[config.mk]
export PLATFORM = sky130hd
export DESIGN_NAME = dbgcf_top
export DESIGN_NICKNAME = d
export VERILOG_FILES = /design/src/rtl/dbgcf_pkg.sv /design/src/rtl/dbgcf_cmp.sv /design/src/rtl/dbgcf_mem.sv /design/src/rtl/dbgcf_top.sv
export SDC_FILE = /design/constraint.sdc
export NUM_CORES = 1
export LEC_CHECK = 0
export BUFFER_PORTS_ARGS = -buffer_cell sky130_fd_sc_hd__buf_2
export CAP_MARGIN = 20
export CELL_PAD_IN_SITES_DETAIL_PLACEMENT = 0
export CELL_PAD_IN_SITES_GLOBAL_PLACEMENT = 2
export CORE_MARGIN = 3
export CORE_UTILIZATION = 40
export CTS_CLUSTER_DIAMETER = 50
export DETAILED_ROUTE_END_ITERATION = 10
export GPL_TIMING_DRIVEN = 0
export PLACE_DENSITY_LB_ADDON = 0.1
export SLEW_MARGIN = 20
export SYNTH_ARGS = -nofsm -noshare
export SYNTH_HDL_FRONTEND = slang
export SYNTH_SLANG_ARGS = --single-unit
[constraint.sdc]
create_clock -name clk_sys -period 3 [get_ports clk_sys]
set_input_delay 0.3 -clock clk_sys [delete_from_list [all_inputs] [get_ports clk_sys]]
set_output_delay 0.3 -clock clk_sys [all_outputs]
set_load 0.01 [all_outputs]
[src/rtl/dbgcf_pkg.sv]
// shared constants and types for the debug comparator and trace fifo registers
package dbgcf_pkg;

  // ----------------------------------------
  // bus geometry
  // ----------------------------------------
  localparam int DBGCF_AW = 16;
  localparam int DBGCF_DW = 32;
  localparam int DBGCF_IDX_W = 14;

  // ----------------------------------------
  // register indices; byte address is four times the index
  // ----------------------------------------
  localparam logic [DBGCF_IDX_W-1:0] IDX_CMP_B_ADDR_LOW = 14'h18C3;
  localparam logic [DBGCF_IDX_W-1:0] IDX_CMP_C_ADDR_HIGH = 14'h18C4;
  localparam logic [DBGCF_IDX_W-1:0] IDX_CMP_C_ADDR_LOW = 14'h18C5;
  localparam logic [DBGCF_IDX_W-1:0] IDX_TRACE_FIFO_HIGH = 14'h18C6;
  localparam logic [DBGCF_IDX_W-1:0] IDX_TRACE_FIFO_LOW = 14'h18C7;
  localparam logic [DBGCF_IDX_W-1:0] IDX_CMP_A_DIRECTION_EXT = 14'h18C8;
  localparam logic [DBGCF_IDX_W-1:0] IDX_DEBUG_CTRL = 14'h18D0;
  localparam logic [DBGCF_IDX_W-1:0] IDX_FIFO_STATUS = 14'h18D1;

  // ----------------------------------------
  // field layout and reset values
  // ----------------------------------------
  localparam logic [7:0] BYTE_ZERO = 8'h00;
  localparam logic [7:0] CAX_WRITE_MASK = 8'hC0;
  localparam logic [7:0] CTRL_WRITE_MASK = 8'hC3;
  localparam int CAX_DIR_EN_BIT = 7;
  localparam int CAX_DIR_VAL_BIT = 6;
  localparam int CTRL_ENABLE_BIT = 7;
  localparam int CTRL_BEGIN_BIT = 6;
  localparam int CTRL_MODE_LSB = 0;
  localparam int STAT_EMPTY_BIT = 7;
  localparam int STAT_FULL_BIT = 6;

  // trigger mode class kept in the control register
  typedef enum logic [1:0] {
    DBGCF_MODE_ADDR = 2'b00,
    DBGCF_MODE_FULL = 2'b01,
    DBGCF_MODE_EVENT = 2'b10,
    DBGCF_MODE_RANGE = 2'b11
  } dbgcf_mode_t;

  // monitored cpu cycle
  typedef struct packed {
    logic valid;
    logic rw;
    logic [15:0] addr;
  } dbgcf_bus_t;

  // one comparator's setup
  typedef struct packed {
    logic dir_en;
    logic dir_val;
    logic [15:0] addr;
  } dbgcf_cmp_t;

  // byte address of a register index
  function automatic logic [DBGCF_AW-1:0] dbgcf_byte_addr(input logic [DBGCF_IDX_W-1:0] idx);
    dbgcf_byte_addr = {idx, 2'b00};
  endfunction

endpackage

[src/rtl/dbgcf_cmp.sv]
// one address comparator with optional read/write qualification
`timescale 1ns/1ps
`default_nettype none
module dbgcf_cmp (
  input wire logic clk_sys,
  input wire logic rst,
  input wire logic active,
  input wire dbgcf_pkg::dbgcf_bus_t bus,
  input wire dbgcf_pkg::dbgcf_cmp_t cfg,
  output logic match
);
  import dbgcf_pkg::*;

  // direction value matters only when direction qualification is on
  wire addr_hit = (bus.addr == cfg.addr);
  wire dir_hit = !cfg.dir_en || (bus.rw == cfg.dir_val);
  wire match_next = active && bus.valid && addr_hit && dir_hit;

  // registered so the match output is glitch free
  always_ff @(posedge clk_sys) begin
    if (rst) begin
      match <= 1'b0;
    end else begin
      match <= match_next;
    end
  end

endmodule
`default_nettype wire

[src/rtl/dbgcf_mem.sv]
// trace fifo storage with a registered read port
`timescale 1ns/1ps
`default_nettype none
module dbgcf_mem #(
  parameter int WIDTH = 16,
  parameter int AW = 3
) (
  input wire logic clk_sys,
  input wire logic wr_en,
  input wire logic [AW-1:0] wr_addr,
  input wire logic [WIDTH-1:0] wr_data,
  input wire logic [AW-1:0] rd_addr,
  output logic [WIDTH-1:0] rd_data
);
  logic [WIDTH-1:0] mem [0:(1<<AW)-1];

  // storage has no reset; contents are meaningful only behind the pointers
  always_ff @(posedge clk_sys) begin
    if (wr_en) begin
      mem[wr_addr] <= wr_data;
    end
    rd_data <= mem[rd_addr];
  end

endmodule
`default_nettype wire

[src/rtl/dbgcf_top.sv]
// debug comparator b/c address bytes, comparator a direction and trace fifo read-out
`timescale 1ns/1ps
`default_nettype none
module dbgcf_top #(
  parameter int FIFO_AW = 3,
  parameter int FIFO_W = 16
) (
  input wire logic clk_sys,
  input wire logic rst,
  input wire logic end_run_reset,
  input wire logic psel,
  input wire logic penable,
  input wire logic pwrite,
  input wire logic [dbgcf_pkg::DBGCF_AW-1:0] paddr,
  input wire logic [dbgcf_pkg::DBGCF_DW-1:0] pwdata,
  output logic [dbgcf_pkg::DBGCF_DW-1:0] prdata,
  output logic pready,
  output logic pslverr,
  input wire logic mcu_secure,
  input wire logic bdm_cmd_active,
  input wire dbgcf_pkg::dbgcf_bus_t cpu_bus,
  input wire logic [15:0] cmp_a_addr,
  input wire logic [7:0] cmp_b_addr_high,
  input wire logic cmp_b_dir_enable,
  input wire logic cmp_b_dir_value,
  input wire logic trace_valid,
  input wire logic [FIFO_W-1:0] trace_word,
  output logic cmp_a_match,
  output logic cmp_b_match,
  output logic cmp_c_match
);
  import dbgcf_pkg::*;

  // ----------------------------------------
  // reset classes
  // ----------------------------------------
  // an end-run reset holds the software-visible registers and fifo pointers; with enable set and begin clear
  // this is the required keep, otherwise holding is one legal undefined value
  wire clear_all = rst && !end_run_reset;
  wire keep_all = rst && end_run_reset;

  // ----------------------------------------
  // register state
  // ----------------------------------------
  logic [7:0] cmp_b_addr_low_reg;
  logic [7:0] cmp_c_addr_high_reg;
  logic [7:0] cmp_c_addr_low_reg;
  logic [7:0] cmp_a_direction_ext_reg;
  logic [7:0] debug_ctrl_reg;
  logic [FIFO_AW-1:0] rd_ptr_reg;
  logic [FIFO_AW-1:0] wr_ptr_reg;
  logic [FIFO_AW:0] fifo_count_reg;
  logic [FIFO_W-1:0] fifo_word;
  logic word_bypass_reg;
  logic [FIFO_W-1:0] bypass_word_reg;

  // ----------------------------------------
  // apb decode
  // ----------------------------------------
  wire setup = psel && !penable;
  wire fire = psel && penable && pready;
  wire wr_fire = fire && pwrite;
  wire rd_fire = fire && !pwrite;
  wire sel_cbl = (paddr == dbgcf_byte_addr(IDX_CMP_B_ADDR_LOW));
  wire sel_cch = (paddr == dbgcf_byte_addr(IDX_CMP_C_ADDR_HIGH));
  wire sel_ccl = (paddr == dbgcf_byte_addr(IDX_CMP_C_ADDR_LOW));
  wire sel_fh = (paddr == dbgcf_byte_addr(IDX_TRACE_FIFO_HIGH));
  wire sel_fl = (paddr == dbgcf_byte_addr(IDX_TRACE_FIFO_LOW));
  wire sel_cax = (paddr == dbgcf_byte_addr(IDX_CMP_A_DIRECTION_EXT));
  wire sel_ctl = (paddr == dbgcf_byte_addr(IDX_DEBUG_CTRL));
  wire sel_stat = (paddr == dbgcf_byte_addr(IDX_FIFO_STATUS));
  wire mapped = sel_cbl || sel_cch || sel_ccl || sel_fh || sel_fl
                || sel_cax || sel_ctl || sel_stat;

  // ----------------------------------------
  // control fields
  // ----------------------------------------
  wire debug_unit_enable = debug_ctrl_reg[CTRL_ENABLE_BIT];
  wire [1:0] mode_bits = debug_ctrl_reg[CTRL_MODE_LSB +: 2];
  wire full_mode = (mode_bits == DBGCF_MODE_FULL);
  wire event_mode = (mode_bits == DBGCF_MODE_EVENT);
  wire cmp_a_direction_enable = cmp_a_direction_ext_reg[CAX_DIR_EN_BIT];
  wire cmp_a_direction_value = cmp_a_direction_ext_reg[CAX_DIR_VAL_BIT];

  // ----------------------------------------
  // fifo pointers
  // ----------------------------------------
  wire fifo_empty = (fifo_count_reg == '0);
  wire fifo_full = (fifo_count_reg == (FIFO_AW+1)'(1 << FIFO_AW));
  // new words are dropped when full so older history is not overwritten
  wire fifo_push = trace_valid && !fifo_full;
  // a low-byte read of an empty fifo leaves the pointer where it is
  wire fifo_pop = rd_fire && sel_fl && !fifo_empty;
  wire [FIFO_AW-1:0] rd_ptr_next = fifo_pop ? rd_ptr_reg + 1'b1 : rd_ptr_reg;
  wire [FIFO_AW-1:0] wr_ptr_next = fifo_push ? wr_ptr_reg + 1'b1 : wr_ptr_reg;
  wire [FIFO_AW:0] fifo_count_next =
    fifo_push && !fifo_pop ? fifo_count_reg + 1'b1 :
    fifo_pop && !fifo_push ? fifo_count_reg - 1'b1 : fifo_count_reg;
  // a push into the slot that the read port is fetching reaches the read register
  // one cycle late, so that word is forwarded from a copy for that one cycle
  wire word_bypass_next = fifo_push && (wr_ptr_reg == rd_ptr_next);
  wire [FIFO_W-1:0] head_word = word_bypass_reg ? bypass_word_reg : fifo_word;

  // ----------------------------------------
  // register write values
  // ----------------------------------------
  // the fifo read-out bytes have no write path at all
  wire [7:0] wbyte = pwdata[7:0];
  wire [7:0] cbl_next = (wr_fire && sel_cbl) ? wbyte : cmp_b_addr_low_reg;
  wire [7:0] cch_next = (wr_fire && sel_cch) ? wbyte : cmp_c_addr_high_reg;
  wire [7:0] ccl_next = (wr_fire && sel_ccl) ? wbyte : cmp_c_addr_low_reg;
  wire [7:0] cax_next = (wr_fire && sel_cax) ? (wbyte & CAX_WRITE_MASK)
                        : cmp_a_direction_ext_reg;
  wire [7:0] ctl_next = (wr_fire && sel_ctl) ? (wbyte & CTRL_WRITE_MASK)
                        : debug_ctrl_reg;

  // ----------------------------------------
  // read-out values
  // ----------------------------------------
  wire [7:0] fifo_high_readout = (event_mode || fifo_empty) ? BYTE_ZERO
                                 : head_word[15:8];
  wire [7:0] fifo_low_readout = fifo_empty ? BYTE_ZERO : head_word[7:0];
  wire [7:0] stat_byte = {fifo_empty, fifo_full,
                          (6)'(fifo_count_reg)};
  wire [7:0] rd_byte =
    sel_cbl ? cmp_b_addr_low_reg :
    sel_cch ? cmp_c_addr_high_reg :
    sel_ccl ? cmp_c_addr_low_reg :
    sel_fh ? fifo_high_readout :
    sel_fl ? fifo_low_readout :
    sel_cax ? cmp_a_direction_ext_reg :
    sel_ctl ? debug_ctrl_reg :
    sel_stat ? stat_byte : BYTE_ZERO;

  // ----------------------------------------
  // software-visible registers and fifo pointers
  // ----------------------------------------
  // comparator b low byte: clear on ordinary reset, hold across an end-run reset
  always_ff @(posedge clk_sys) begin
    if (clear_all) begin
      cmp_b_addr_low_reg <= BYTE_ZERO;
    end else if (!keep_all) begin
      cmp_b_addr_low_reg <= cbl_next;
    end
  end

  // comparator c high byte
  always_ff @(posedge clk_sys) begin
    if (clear_all) begin
      cmp_c_addr_high_reg <= BYTE_ZERO;
    end else if (!keep_all) begin
      cmp_c_addr_high_reg <= cch_next;
    end
  end

  // comparator c low byte
  always_ff @(posedge clk_sys) begin
    if (clear_all) begin
      cmp_c_addr_low_reg <= BYTE_ZERO;
    end else if (!keep_all) begin
      cmp_c_addr_low_reg <= ccl_next;
    end
  end

  // comparator a direction bits
  always_ff @(posedge clk_sys) begin
    if (clear_all) begin
      cmp_a_direction_ext_reg <= BYTE_ZERO;
    end else if (!keep_all) begin
      cmp_a_direction_ext_reg <= cax_next;
    end
  end

  // control byte; holding it keeps the unit armed through an end-run reset
  always_ff @(posedge clk_sys) begin
    if (clear_all) begin
      debug_ctrl_reg <= BYTE_ZERO;
    end else if (!keep_all) begin
      debug_ctrl_reg <= ctl_next;
    end
  end

  // read pointer: fifo pointers follow the same reset classes as the registers
  always_ff @(posedge clk_sys) begin
    if (clear_all) begin
      rd_ptr_reg <= '0;
    end else if (!keep_all) begin
      rd_ptr_reg <= rd_ptr_next;
    end
  end

  // write pointer
  always_ff @(posedge clk_sys) begin
    if (clear_all) begin
      wr_ptr_reg <= '0;
    end else if (!keep_all) begin
      wr_ptr_reg <= wr_ptr_next;
    end
  end

  // fill level, kept apart from the pointers so full and empty need no pointer compare
  always_ff @(posedge clk_sys) begin
    if (clear_all) begin
      fifo_count_reg <= '0;
    end else if (!keep_all) begin
      fifo_count_reg <= fifo_count_next;
    end
  end

  // ----------------------------------------
  // apb answer
  // ----------------------------------------
  // no wait state: data is captured in setup, answered in the first access cycle
  always_ff @(posedge clk_sys) begin
    if (rst) begin
      pready <= 1'b0;
      pslverr <= 1'b0;
      prdata <= '0;
    end else begin
      pready <= setup;
      pslverr <= setup && !mapped;
      if (setup && !pwrite) begin
        prdata <= {{(DBGCF_DW-8){1'b0}}, rd_byte};
      end
    end
  end

  // ----------------------------------------
  // fifo storage
  // ----------------------------------------
  // read address is the next pointer, so the word is ready the cycle after a pop
  dbgcf_mem #(
    .WIDTH(FIFO_W),
    .AW(FIFO_AW)
  ) u_mem (
    .clk_sys(clk_sys),
    .wr_en(fifo_push && !rst),
    .wr_addr(wr_ptr_reg),
    .wr_data(trace_word),
    .rd_addr(rd_ptr_next),
    .rd_data(fifo_word)
  );

  // forwarding flag; a reset drops it since no write lands during reset
  always_ff @(posedge clk_sys) begin
    if (rst) begin
      word_bypass_reg <= 1'b0;
    end else begin
      word_bypass_reg <= word_bypass_next;
    end
  end

  // copy of the last offered word; the flag decides whether it is used
  always_ff @(posedge clk_sys) begin
    bypass_word_reg <= trace_word;
  end

  // ----------------------------------------
  // comparators
  // ----------------------------------------
  // secured part or a running bdm command silences every comparator
  wire cmp_active = debug_unit_enable && !mcu_secure && !bdm_cmd_active;
  // in full mode comparator a's direction bits replace comparator b's own
  wire b_dir_en = full_mode ? cmp_a_direction_enable : cmp_b_dir_enable;
  wire b_dir_val = full_mode ? cmp_a_direction_value : cmp_b_dir_value;
  wire dbgcf_cmp_t cfg_a = '{dir_en: cmp_a_direction_enable,
                             dir_val: cmp_a_direction_value,
                             addr: cmp_a_addr};
  wire dbgcf_cmp_t cfg_b = '{dir_en: b_dir_en, dir_val: b_dir_val,
                             addr: {cmp_b_addr_high, cmp_b_addr_low_reg}};
  wire dbgcf_cmp_t cfg_c = '{dir_en: 1'b0, dir_val: 1'b0,
                             addr: {cmp_c_addr_high_reg, cmp_c_addr_low_reg}};

  dbgcf_cmp u_cmp_a (
    .clk_sys(clk_sys),
    .rst(rst),
    .active(cmp_active),
    .bus(cpu_bus),
    .cfg(cfg_a),
    .match(cmp_a_match)
  );

  dbgcf_cmp u_cmp_b (
    .clk_sys(clk_sys),
    .rst(rst),
    .active(cmp_active),
    .bus(cpu_bus),
    .cfg(cfg_b),
    .match(cmp_b_match)
  );

  dbgcf_cmp u_cmp_c (
    .clk_sys(clk_sys),
    .rst(rst),
    .active(cmp_active),
    .bus(cpu_bus),
    .cfg(cfg_c),
    .match(cmp_c_match)
  );

endmodule
`default_nettype wire

# Word-level counts from Yosys, hierarchy flattened
# Memories as Yosys holds them, arrays and structs flattened. A register that Yosys moved wholly into a read port is not among the register bits.
# Cells that the tools add are included.
# classes
bitwise_logic	1
muxes	18
n_eq_ne	17
n_reduce_logical	61
n_addsub	4
# ops
operator	n
16-bit by 15-bit equality test with 1-bit output (second input constant)	8
8-bit two-way mux	10
16-bit equality test	3
1-bit logical AND	29
16-bit two-way mux	1
2-bit AND reduction	7
1-bit logical NOT	13
1-bit logical OR	10
4-bit two-way mux	2
3-bit by 1-bit adder with 3-bit output (second input constant)	2
4-bit by 1-bit adder with 4-bit output (second input constant)	1
4-bit equality test (second input constant)	1
4-bit logical NOT	1
1-bit two-way mux	4
4-bit by 1-bit subtractor with 4-bit output (second input constant)	1
3-bit equality test	1
3-bit two-way mux	1
1-bit equality test	2
2-bit by 1-bit equality test with 1-bit output (second input constant)	1
2-bit equality test (second input constant)	1
2-bit nonzero test	1
1-bit NOT	1
# word_totals
out_inout_bits	37
register_bits	70
ram_bits	128
n_memories	1
inputBits	117
elab_cells	118
# mem_list
memory	depth	word_bits	rd	rd_clocked_by_memory_dff	wr	line_no	text
u_mem.mem	8	16	1	1	1	dbgcf_mem.sv:15	logic [WIDTH-1:0] mem [0:(1<<AW)-1];

# Depth between registers and ports, before layout
# Gate-level depths: netlist of the first run.
# logic_depth
depth_word	10
mapped_depth	12
depth_no_buf	11

# By module
# Synthesis of the first run repeated with hierarchy kept, for this count alone.
# unflattened
cells_unflattened	667
area_unflattened_um2	9529.1
# modules_own_cells
module	area_per_inst_um2	instances	cells_each	seq_area_each_um2
dbgcf_mem	5293.8	1	214	4164.0
dbgcf_top	3570.9	1	378	1341.3
dbgcf_cmp	221.5	3	25	20.0

# Least setup slack after synthesis of the first run
# OpenSTA, ideal clock, no wires.
# synth_path
kind	input port to flip-flop
from	input port paddr[5] (netlist bit)
to	register fifo_count_reg[3]
cell_stages	12
required_ns	2.878
setup_slack_ns	0.279
t_arrival_ns	2.599
setup_ns	0.122
cell_sequence	or4b_1 buf_6 nor3_4 nand2_1 ha_1 inv_1 ha_1 a21o_1 a21oi_1 xnor2_1 nor3_1 a2bb2oi_1
# synth_via
elab_chain_cells	7
# synth_rtl
element	line_no	text
start: declaration	dbgcf_top.sv:14	input wire logic [dbgcf_pkg::DBGCF_AW-1:0] paddr,
16-bit by 15-bit equality test with 1-bit output (*)	dbgcf_top.sv:68	wire sel_fl = (paddr == dbgcf_byte_addr(IDX_TRACE_FIFO_LOW));
1-bit logical AND (*) (2 in a row)	dbgcf_top.sv:93	wire fifo_pop = rd_fire && sel_fl && !fifo_empty;
1-bit logical NOT	dbgcf_top.sv:97	fifo_push && !fifo_pop ? fifo_count_reg + 1'b1 :
1-bit logical AND	dbgcf_top.sv:97	
2-bit nonzero test (no line)	n/a	
2-bit AND reduction (no line)	n/a	
end signal: assignment	dbgcf_top.sv:206	fifo_count_reg <= fifo_count_next;
end: declaration	dbgcf_top.sv:52	logic [FIFO_AW:0] fifo_count_reg;
# Every way passes the cells marked *; elsewhere a longest branch is shown, timed or not.
# A chain may end at the register's enable or synchronous reset.

# Final worst setup path of the first run
# layout_path
from	register fifo_count_reg[0]
to	register fifo_count_reg[3]
# layout_via
elab_chain_cells	7
# layout_rtl
element	line_no
4-bit equality test / 4-bit logical NOT (equally long branches)	dbgcf_top.sv:89, dbgcf_top.sv:88
1-bit logical NOT (on tied branches)	dbgcf_top.sv:91, dbgcf_top.sv:93
1-bit logical AND (on tied branches)	dbgcf_top.sv:91, dbgcf_top.sv:93
1-bit logical NOT (on tied branches)	dbgcf_top.sv:98, dbgcf_top.sv:97
1-bit logical AND (on tied branches)	dbgcf_top.sv:98, dbgcf_top.sv:97
2-bit nonzero test (no line)	n/a
2-bit AND reduction (no line)	n/a
# Parallel ways exist; a longest one is shown, timed or not. The select of a mux whose other input is x is not followed.

==> flow_metrics.env, run 1 <==
export IMPL_outcome="completed"
export IMPL_numClockSinks=214
export IMPL_syn_cell_area_um2=10700
export IMPL_power_switching_fraction=0.253
export IMPL_cellLeakagePower_nw=4.77
export IMPL_num_fill_cells=2309
export IMPL_detail_route_first_pass_iterations=6
export IMPL_drtAntennaViolNets=0
export IMPL_timing_final_max_slew_violations=0
export IMPL_final_hold_violation_count=0
export IMPL_crit_share_post_route=0.948
export IMPL_globalRouteMet1Util=0.264
export IMPL_tritoncts="built"
export IMPL_critPathTopFamily="simple AND/OR/NAND/NOR gates"
export IMPL_finalWirelength_um=30300
export IMPL_synth_edf_count=128
export IMPL_synth_sequential_area_ratio=0.522
export IMPL_drc_violation_count_after_routing=0
export IMPL_reg2reg_slack_ns=0.16
export IMPL_worstPathCellList="or4b_2, and2_1, ha_1, inv_1, ha_1, a21o_1, a21oi_1, xnor2_1, nor3_1, a2bb2oi_1"
export IMPL_worst_pin_slew_ns=1.00
export IMPL_initial_core_util=0.408
export IMPL_clock_latency_ns=0.56
export IMPL_nets=1109
export IMPL_initialDrtViolationCount=404
export IMPL_report_power_total_w=0.00767
export IMPL_setup_viol=0
export IMPL_timing_critical_path_to_type="flop"
export IMPL_dp_hpwl_um=22000
export IMPL_antenna_violations_before_repair=0
export IMPL_largest_buffer_count_on_any_clock_path=3
export IMPL_number_of_storage_elements_in_the_synthesis_netlist=214
export IMPL_critPathRequiredTime_ns=3.43
export IMPL_globalRouteMet3Util=0.0300
export IMPL_gp_congestion=0.820
export IMPL_route_vias_total=7495
export IMPL_ir_drop_mv=0.421
export IMPL_antennaDiodeCount=0
export IMPL_cp_data_arrival_time_ns=3.27
export IMPL_number_of_buffers_created_by_cts=29
export IMPL_clock_root_buffer="sky130_fd_sc_hd__clkbuf_16"
export IMPL_via_count_of_the_first_global_routing_pass=7816
export IMPL_critical_path_buf_inv_count=1
export IMPL_yosysWarningCount=0
export IMPL_worstSetupPathType="reg2reg"
export IMPL_netlist_instances=808
export IMPL_drt_vias_per_instance=5.58
export IMPL_io_buffers=103
export IMPL_grt_pass1_wl_um=46100
export IMPL_finalWorstSetupSlack_ns=0.155
export IMPL_most_repeated_library_cell_on_the_critical_path="sky130_fd_sc_hd__ha_1"
export IMPL_final_worst_clock_skew_ns=0.0220
export IMPL_grt_ovfl_total=0
export IMPL_synth_area_per_cell_um2=13.2
export IMPL_seq_power_share=0.443
export IMPL_worst_slew_margin_rel=0.322
export IMPL_cpPeakStageDelay_ns=0.78
export IMPL_die_outline_height_um=169
export IMPL_cp_start_kind="flop"
export IMPL_crit_slowest_cell="sky130_fd_sc_hd__or4b_2"
export IMPL_worst_path_max_fanout=6
export IMPL_route_detailed_wl_per_inst_um=22.5
export IMPL_finalCoreUtilization=0.494
export IMPL_setup_repair_after_global_routing_missed_its_margin="false"
export IMPL_clock_power_share=0.434
export IMPL_die_width_um=169
export IMPL_combinationalPowerShare=0.123
export IMPL_flip_flop_count_of_the_largest_register_after_layout=128
export IMPL_use_met2=0.373
export IMPL_internal_power_of_the_cells_w=0.00572
export IMPL_yosysUniqueCellTypes=73
export IMPL_worstHoldPathType="in2reg"
export IMPL_clkSlewWorstSetupHoldPaths_ns=0.06
export IMPL_maxCapViolations=0
export IMPL_ys_dominant_reg_cell="sky130_fd_sc_hd__edfxtp_1"
export IMPL_layout_drive_gt1_share=0.290
export IMPL_die_area_um2=28600
export IMPL_max_freq_mhz=352
export IMPL_placeable_core_region_um2=26100
export IMPL_pin_count_of_the_biggest_net_entering_global_routing=17
export IMPL_layout_min_cycle_time_ns=2.84
export IMPL_io_pins=154
export IMPL_pre_cts_slack_ns=-0.228
export IMPL_power_switching_w=0.00194
export IMPL_postSynth_asyncResetShare=0
export IMPL_pwr_density_cell_nw_per_um2=594
export IMPL_global_route_usage_total=0.209
export IMPL_grt_busiest_layer="met2"
export IMPL_area_growth_syn_to_layout_pct=21.1
export IMPL_h_tree_depth=1
export IMPL_rows=59
-- per-layer routing --
layer,up-vias,part of all wire,routed length (um)
met5,-,0,0
met3,62,0.043,1310
met4,0,0.027,827
met1,3759,0.42,12700
li1,3472,-,-
met2,202,0.51,15400
-- tightest hold or removal path, cell delays in order --
cell	delay, ns
sky130_fd_sc_hd__buf_2	0.11
sky130_fd_sc_hd__mux2i_1	0.07
sky130_fd_sc_hd__nor2_1	0.07
-- worst paths after layout --
path | startpoint | end | depth (start not counted)
worst max register to register | fifo_count_reg[0] | fifo_count_reg[3] | 10
worst max-delay path | fifo_count_reg[0] | fifo_count_reg[3] | 10
worst min-delay path | pwdata[2] | cmp_c_addr_high_reg[2] | 3
worst min register to register | cmp_c_addr_low_reg[1] | cmp_c_addr_low_reg[1] | 2
-- kinds of logic after synthesis --
group	after synthesis	synth area share
flip-flops	214	0.522
AND/OR/NAND/NOR	183	0.0992
multiplexers	141	0.191
AO/OA/AOI/OAI	134	0.0940
buffers and inverters	71	0.0380
XOR/XNOR	58	0.0477
adder cells (fa/ha/maj)	6	0.00775
other	1	0.000352
-- stage by stage --
stage	std cells	area (um2)	TNS [ns]	hold WS, ns
2_1_floorplan	831	10700	0	0.328
3_3_place_gp	1269	11700	-56.85	0.496
3_5_place_dp	1273	11800	-0.592	0.504
4_1_cts	1344	12900	0	0.0229
5_1_grt	1344	12900	0	0.0391
6_report	1344	12900	0	0.0426
-- what timing repair did --
action	4_1_cts	5_1_grt
gates resized for setup	1	1
setup buffers	0	1
hold buffers	17	0
setup endpoints to repair	10	9
pin swaps	0	1
hold endpoints to repair	21	0
-- cell usage in the layout (no fill, tap or decap), drive strengths merged, types with 5 or more instances in the layout --
master         n
a21o          16
a21oi         16
a22o          19
a22oi          7
a31oi          5
buf          153
clkbuf        63
conb          24
dfxtp         86
dlygate4sd3   17
edfxtp       128
ha             5
inv           10
mux2          26
mux2i         68
mux4          47
nand2         22
nand3         21
nand4         10
nor2          63
nor3          10
nor4          16
o211a          6
o211ai         5
o21ai         17
o22ai         14
xnor2         23
xor2          35
-- power by group through the flow --
stage          combinational [W]  sequential [W]  clock (W)
2_1_floorplan           0.000577         0.00342          0
3_3_place_gp            0.000859         0.00344          0
3_5_place_dp            0.000920         0.00345          0
4_1_cts                 0.000942         0.00339    0.00340
5_1_grt                  0.00103         0.00341    0.00353
6_report                0.000944         0.00339    0.00333
-- area by class of cell --
cell class	instances	area [um2]	area share
Clock inverter	12	120	0.00931
Multi-Input combinational cell	546	4850	0.376
Tap cell	335	419	0.0325
Inverter	4	15.0	0.00116
Clock buffer	42	825	0.0639
Buffer	66	387	0.0300
Timing Repair Buffer	125	727	0.0563
Sequential cell	214	5570	0.431
-- cell usage after synthesis (3+ instances only) --
master                        n  share of area
sky130_fd_sc_hd__or4b_2       3         0.0028
sky130_fd_sc_hd__a22oi_1      7         0.0049
sky130_fd_sc_hd__a211o_1      4         0.0033
sky130_fd_sc_hd__buf_2       12         0.0056
sky130_fd_sc_hd__nor3_1       9         0.0042
sky130_fd_sc_hd__dfxtp_1     86           0.16
sky130_fd_sc_hd__nand4bb_1    3         0.0032
sky130_fd_sc_hd__inv_1        3         0.0011
sky130_fd_sc_hd__nand3_1     19         0.0089
sky130_fd_sc_hd__edfxtp_1   128           0.36
sky130_fd_sc_hd__a21o_1      16          0.011
sky130_fd_sc_hd__nor4_1      11         0.0065
sky130_fd_sc_hd__a221oi_1     3         0.0025
sky130_fd_sc_hd__o22ai_1     14         0.0082
sky130_fd_sc_hd__nor2b_1      3         0.0018
sky130_fd_sc_hd__o211a_1      6         0.0056
sky130_fd_sc_hd__and2_1       4         0.0023
sky130_fd_sc_hd__mux2_2      26          0.027
sky130_fd_sc_hd__xor2_1      35          0.029
sky130_fd_sc_hd__o21ai_0     17         0.0080
sky130_fd_sc_hd__a22o_1      19          0.016
sky130_fd_sc_hd__a31oi_1      5         0.0029
sky130_fd_sc_hd__nor2_1      63          0.022
sky130_fd_sc_hd__buf_4       25          0.018
sky130_fd_sc_hd__mux2i_1     68          0.064
sky130_fd_sc_hd__and3_1       3         0.0018
sky130_fd_sc_hd__o211ai_1     5         0.0035
sky130_fd_sc_hd__buf_6        4         0.0042
sky130_fd_sc_hd__xnor2_1     23          0.019
sky130_fd_sc_hd__clkbuf_1    22         0.0077
sky130_fd_sc_hd__nand2_1     22         0.0077
sky130_fd_sc_hd__nor3b_1      3         0.0021
sky130_fd_sc_hd__buf_1        4         0.0014
sky130_fd_sc_hd__nand2b_1     4         0.0023
sky130_fd_sc_hd__mux4_2      47          0.099
sky130_fd_sc_hd__a21oi_1     15         0.0070
sky130_fd_sc_hd__nand4_1     10         0.0059
sky130_fd_sc_hd__nor4b_1      3         0.0025
sky130_fd_sc_hd__nor4_4       4         0.0080
sky130_fd_sc_hd__and4_1       3         0.0025
sky130_fd_sc_hd__o221ai_1     4         0.0033
sky130_fd_sc_hd__ha_1         5         0.0059
(Power assumes the default switching activity.)
==> run 2: changes to the inputs <==
CORE_ASPECT_RATIO = 2   (was not set)
==> flow_metrics.env, run 2 (same netlist as run 1, synthesis figures left out) <==
export IMPL_io_buffers=103
export IMPL_area_growth_syn_to_layout_pct=19.2
export IMPL_route_detailed_wl_per_inst_um=25.0
export IMPL_die_outline_height_um=237
export IMPL_initial_core_util=0.410
export IMPL_worstSetupPathType="reg2reg"
export IMPL_clock_power_share=0.389
export IMPL_die_area_um2=28800
export IMPL_most_common_cell_after_layout_fill_and_taps_aside="sky130_fd_sc_hd__edfxtp_1"
export IMPL_clock_root_buffer="sky130_fd_sc_hd__clkbuf_16"
export IMPL_finalWirelength_um=33300
export IMPL_dpl_cell_area_um2=11800
export IMPL_use_met2=0.478
export IMPL_pwr_density_cell_nw_per_um2=561
export IMPL_largest_buffer_count_on_any_clock_path=3
export IMPL_worstHoldPathType="in2reg"
export IMPL_antennaDiodeCount=0
export IMPL_via_count_of_the_first_global_routing_pass=8214
export IMPL_cellLeakagePower_nw=4.67
export IMPL_worst_slew_margin_rel=0.347
export IMPL_drc_violation_count_after_routing=0
export IMPL_internal_power_of_the_cells_w=0.00532
export IMPL_critPathRequiredTime_ns=3.41
export IMPL_layout_min_cycle_time_ns=2.79
export IMPL_grt_pass1_wl_um=49400
export IMPL_cp_start_kind="flop"
export IMPL_cpPeakStageDelay_ns=0.58
export IMPL_globalRouteMet3Util=0.0258
export IMPL_worst_pin_slew_ns=0.979
export IMPL_detail_route_first_pass_iterations=5
export IMPL_layout_common_cells="128 x sky130_fd_sc_hd__edfxtp_1, 115 x sky130_fd_sc_hd__buf_2, 86 x sky130_fd_sc_hd__dfxtp_1"
export IMPL_antenna_violations_before_repair=0
export IMPL_timing_final_max_slew_violations=0
export IMPL_critPathTopFamily="buffers and inverters"
export IMPL_clock_latency_ns=0.51
export IMPL_layout_drive_gt1_share=0.290
export IMPL_dp_hpwl_um=25300
export IMPL_setup_viol=0
export IMPL_number_of_buffers_created_by_cts=21
export IMPL_clkSlewWorstSetupHoldPaths_ns=0.07
export IMPL_cp_data_arrival_time_ns=3.19
export IMPL_timing_setup_tns_ns=0
export IMPL_combinationalPowerShare=0.135
export IMPL_numClockSinks=214
export IMPL_final_worst_clock_skew_ns=0.0163
export IMPL_pin_count_of_the_biggest_net_entering_global_routing=20
export IMPL_ir_drop_mv=0.515
export IMPL_power_switching_fraction=0.253
export IMPL_final_design_area_no_fill_um2=12700
export IMPL_worstPathCellList="ha_1, buf_2, xor2_2, nor2_1, clkbuf_1, a22o_1, a21o_1"
export IMPL_crit_slowest_cell="sky130_fd_sc_hd__xor2_2"
export IMPL_worst_path_max_fanout=10
export IMPL_maxCapViolations=0
export IMPL_tritoncts="built"
export IMPL_drt_vias_per_instance=5.66
export IMPL_final_hold_violation_count=0
export IMPL_power_switching_w=0.00181
export IMPL_route_vias_total=7541
export IMPL_h_tree_depth=1
export IMPL_seq_power_share=0.476
export IMPL_critical_path_buf_inv_count=2
export IMPL_gp_congestion=0.860
export IMPL_setup_repair_after_global_routing_missed_its_margin="false"
export IMPL_placeable_core_region_um2=26000
export IMPL_io_pins=154
export IMPL_globalRouteMet1Util=0.214
export IMPL_drtAntennaViolNets=0
export IMPL_timing_critical_path_to_type="flop"
export IMPL_rows=83
export IMPL_flip_flop_count_of_the_largest_register_after_layout=128
export IMPL_max_freq_mhz=359
export IMPL_outcome="completed"
export IMPL_global_route_usage_total=0.231
export IMPL_die_width_um=121
export IMPL_grt_busiest_layer="met2"
export IMPL_grt_ovfl_total=0
export IMPL_initialDrtViolationCount=412
export IMPL_nets=1101
export IMPL_crit_share_post_route=0.930
## run 2: timing repair
item / CTS / global route
hold endpoints to repair: 16 / 0
setup buffers: 0 / 2
endpoints found under the setup margin: 11 / 1
hold buffers: 16 / 0
pin swaps: 0 / 1
resized for setup: 2 / 1
## run 2: power by group through the flow
| stage | Sequential, W | Clock, W | Combinational, W |
|---|---|---|---|
| CTS | 0.00339 | 0.00284 | 0.000963 |
| finish | 0.00339 | 0.00278 | 0.000961 |
| detailed placement | 0.00345 | 0 | 0.000934 |
| global placement | 0.00344 | 0 | 0.000871 |
| floorplan | 0.00342 | 0 | 0.000577 |
| global route | 0.00341 | 0.00296 | 0.00105 |
## run 2: worst reg2reg max path: stages, from the launching register on
cell                       delay (ns)
sky130_fd_sc_hd__dfxtp_1         0.46
sky130_fd_sc_hd__ha_1            0.18
sky130_fd_sc_hd__buf_2           0.23
sky130_fd_sc_hd__xor2_2          0.58
sky130_fd_sc_hd__nor2_1          0.33
sky130_fd_sc_hd__clkbuf_1        0.40
sky130_fd_sc_hd__a22o_1          0.32
sky130_fd_sc_hd__a21o_1          0.19
## run 2: metal layers
metal	up-vias	wire (um)
met1	3738	10400
met3	92	1500
li1	3448	-
met4	0	1590
met2	263	19800
met5	-	0
## run 2: final cells by class
| class | count | area [um2] |
|---|---|---|
| Clock buffer | 23 | 553 |
| Multi-Input combinational cell | 546 | 4860 |
| Clock inverter | 15 | 175 |
| Fill cell | 2378 | 13300 |
| Tap cell | 340 | 425 |
| Timing Repair Buffer | 125 | 721 |
| Sequential cell | 214 | 5570 |
| Buffer | 66 | 388 |
| Inverter | 4 | 15.0 |
## run 2: final timing paths
path | from | slack, ns | cells after the start | to
worst max register to register | rd_ptr_reg[0] | 0.21 | 7 | u_mem.rd_data[4]
worst min-delay path | trace_word[14] | 0.02 | 1 | bypass_word_reg[14]
worst min register to register | cmp_c_addr_low_reg[6] | 0.49 | 2 | cmp_c_addr_low_reg[6]
worst max-delay path | rd_ptr_reg[0] | 0.21 | 7 | u_mem.rd_data[4]
## run 2: stage by stage
step / std cells / worst slack (ns) / power, W / utilization / hold slack, ns
after global placement: 1274 / -1.25 / 0.00431 / 0.450 / 0.472
after global routing: 1333 / 0.0162 / 0.00741 / 0.489 / 0.0119
after detailed placement: 1278 / -0.311 / 0.00438 / 0.453 / 0.476
after CTS: 1331 / 0.0376 / 0.00719 / 0.488 / 0.00362
after floorplan: 831 / 0.279 / 0.00400 / - / 0.328
final: 1333 / 0.211 / 0.00713 / 0.489 / 0.0229
==> run 3: changes to the inputs <==
clock period = 2.7 ns   (was 3 ns; I/O delays follow)
==> flow_metrics.env, run 3 (same netlist as run 1, synthesis figures left out) <==
export IMPL_route_vias_total=7543
export IMPL_worst_slew_margin_rel=0.328
export IMPL_initialDrtViolationCount=432
export IMPL_clkSlewWorstSetupHoldPaths_ns=0.07
export IMPL_flip_flop_count_of_the_largest_register_after_layout=128
export IMPL_final_worst_clock_skew_ns=0.0155
export IMPL_r2r_start="rd_ptr_reg[0]"
export IMPL_drc_violation_count_after_routing=0
export IMPL_layout_common_cells="128 x sky130_fd_sc_hd__edfxtp_1, 115 x sky130_fd_sc_hd__buf_2, 83 x sky130_fd_sc_hd__dfxtp_1"
export IMPL_whs_path_depth=3
export IMPL_layout_min_cycle_time_ns=2.56
export IMPL_route_top_layer_used="met4"
export IMPL_tritoncts="built"
export IMPL_layout_drive_gt1_share=0.303
export IMPL_antenna_violations_before_repair=0
export IMPL_timing_critical_path_from="rd_ptr_reg[0]"
export IMPL_met1Wirelength_um=10300
export IMPL_maxCapViolations=0
export IMPL_finalWirelength_um=33400
export IMPL_placed_cells_incl_taps=1278
export IMPL_antennaDiodeCount=0
export IMPL_crit_share_post_route=0.949
export IMPL_initial_core_util=0.410
export IMPL_timing_critical_path_to_type="flop"
export IMPL_grt_pass1_wl_um=49400
export IMPL_worstHoldPathType="in2reg"
export IMPL_worst_pin_slew_ns=0.994
export IMPL_number_of_buffers_created_by_cts=21
export IMPL_setup_viol=0
export IMPL_drt_vias_per_instance=5.65
export IMPL_outcome="completed"
export IMPL_worst_r2r_endpoint="u_mem.rd_data[12]"
export IMPL_die_outline_height_um=237
export IMPL_clock_root_buffer="sky130_fd_sc_hd__clkbuf_16"
export IMPL_timing_setup_tns_ns=0
export IMPL_drtAntennaViolNets=0
export IMPL_wl_met3_um=1500
export IMPL_num_fill_cells=2374
export IMPL_max_freq_mhz=390
export IMPL_timing_hold_worst_start="pwdata[4]"
export IMPL_global_route_usage_total=0.232
export IMPL_nets=1104
export IMPL_grt_ovfl_total=0
export IMPL_detail_route_first_pass_iterations=5
export IMPL_worst_r2r_cell_count=7
export IMPL_gp_congestion=0.860
export IMPL_route_detailed_wl_per_inst_um=25.0
export IMPL_ir_drop_mv=0.571
export IMPL_reg2reg_slack_ns=0.14
export IMPL_cellLeakagePower_nw=4.71
export IMPL_area_growth_syn_to_layout_pct=19.7
export IMPL_placeable_core_region_um2=26000
export IMPL_cp_start_kind="flop"
export IMPL_io_pins=154
export IMPL_cp_data_arrival_time_ns=2.96
export IMPL_largest_buffer_count_on_any_clock_path=3
export IMPL_h_tree_depth=1
export IMPL_final_hold_violation_count=0
export IMPL_critPathRequiredTime_ns=3.10
export IMPL_numClockSinks=214
export IMPL_dp_hpwl_um=25300
export IMPL_die_width_um=121
export IMPL_rows=83
export IMPL_final_cells=1336
export IMPL_worstSetupPathType="reg2reg"
export IMPL_most_common_cell_after_layout_fill_and_taps_aside="sky130_fd_sc_hd__edfxtp_1"
export IMPL_setup_repair_after_global_routing_missed_its_margin="true"
export IMPL_pin_count_of_the_biggest_net_entering_global_routing=17
export IMPL_report_power_total_w=0.00794
export IMPL_clock_latency_ns=0.51
export IMPL_io_buffers=103
export IMPL_route_met2_wl_um=19900
export IMPL_die_area_um2=28800
export IMPL_critical_path_endpoint="u_mem.rd_data[12]"
export IMPL_pwr_density_cell_nw_per_um2=623
export IMPL_worst_path_max_fanout=10
export IMPL_via_count_of_the_first_global_routing_pass=8257
export IMPL_timing_final_max_slew_violations=0
## run 3: critical path, stage by stage (launching register included)
cell and delay, ns:
sky130_fd_sc_hd__dfxtp_1 0.38, sky130_fd_sc_hd__ha_1 0.30, sky130_fd_sc_hd__clkbuf_1 0.39, sky130_fd_sc_hd__buf_2 0.45
sky130_fd_sc_hd__clkbuf_4 0.40, sky130_fd_sc_hd__mux2i_1 0.25, sky130_fd_sc_hd__o22ai_1 0.10, sky130_fd_sc_hd__a21o_1 0.16
## run 3: metrics by stage
step	utilization	area, um2	hold WS (ns)	setup WS, ns
after global placement	0.450	11700	0.461	-1.52
after detailed placement	0.453	11800	0.476	-0.581
after CTS	0.490	12700	0.0191	0.0159
final	0.491	12800	0.0429	0.139
after floorplan	-	10700	0.298	0.00924
after global routing	0.491	12800	0.0358	-0.0332
## run 3: repair_timing
item / in CTS / in global routing
setup buffers: 2 / 1
pin swaps: 3 / 1
hold endpoints to repair: 17 / 0
gates resized for setup: 10 / 10
hold buffers: 17 / 0
gates cloned: 0 / 0
endpoints found under the setup margin: 19 / 18
## run 3: layer usage
| layer | vias to the layer above | global-route usage |
|---|---|---|
| li1 | 3448 | - |
| met1 | 3720 | 0.213 |
| met5 | - | 0 |
| met3 | 98 | 0.0258 |
| met2 | 277 | 0.479 |
| met4 | 0 | 0.110 |
## run 3: how the worst min path moves through the flow
| stage | endpoint |
|---|---|
| after CTS | cmp_c_addr_low_reg[5] |
| after detailed placement | cmp_c_addr_low_reg[0] |
| after global routing | cmp_c_addr_low_reg[4] |
| after floorplan | bypass_word_reg[0] |
| after global placement | bypass_word_reg[5] |
| final | cmp_c_addr_low_reg[4] |
## run 3: area by class of cell
cell class                 instances  area, um2  area share
timing repair buffer             127        738      0.0579
tap                              340        425      0.0334
clock inverter                    15        175      0.0137
clock buffer                      23        553      0.0434
sequential                       214       5570       0.437
inverter                           4       15.0     0.00118
buffer                            67        403      0.0316
multi-input combinational        546       4870       0.382
## run 3: power breakdown
group | leakage, nW | total, W | internal [W] | switching, W
clock network | 0.360 | 0.00308 | 0.00179 | 0.00129
logic | 2.49 | 0.00109 | 0.000487 | 0.000605
registers | 1.86 | 0.00377 | 0.00366 | 0.000116
total | 4.71 | 0.00794 | 0.00593 | 0.00201
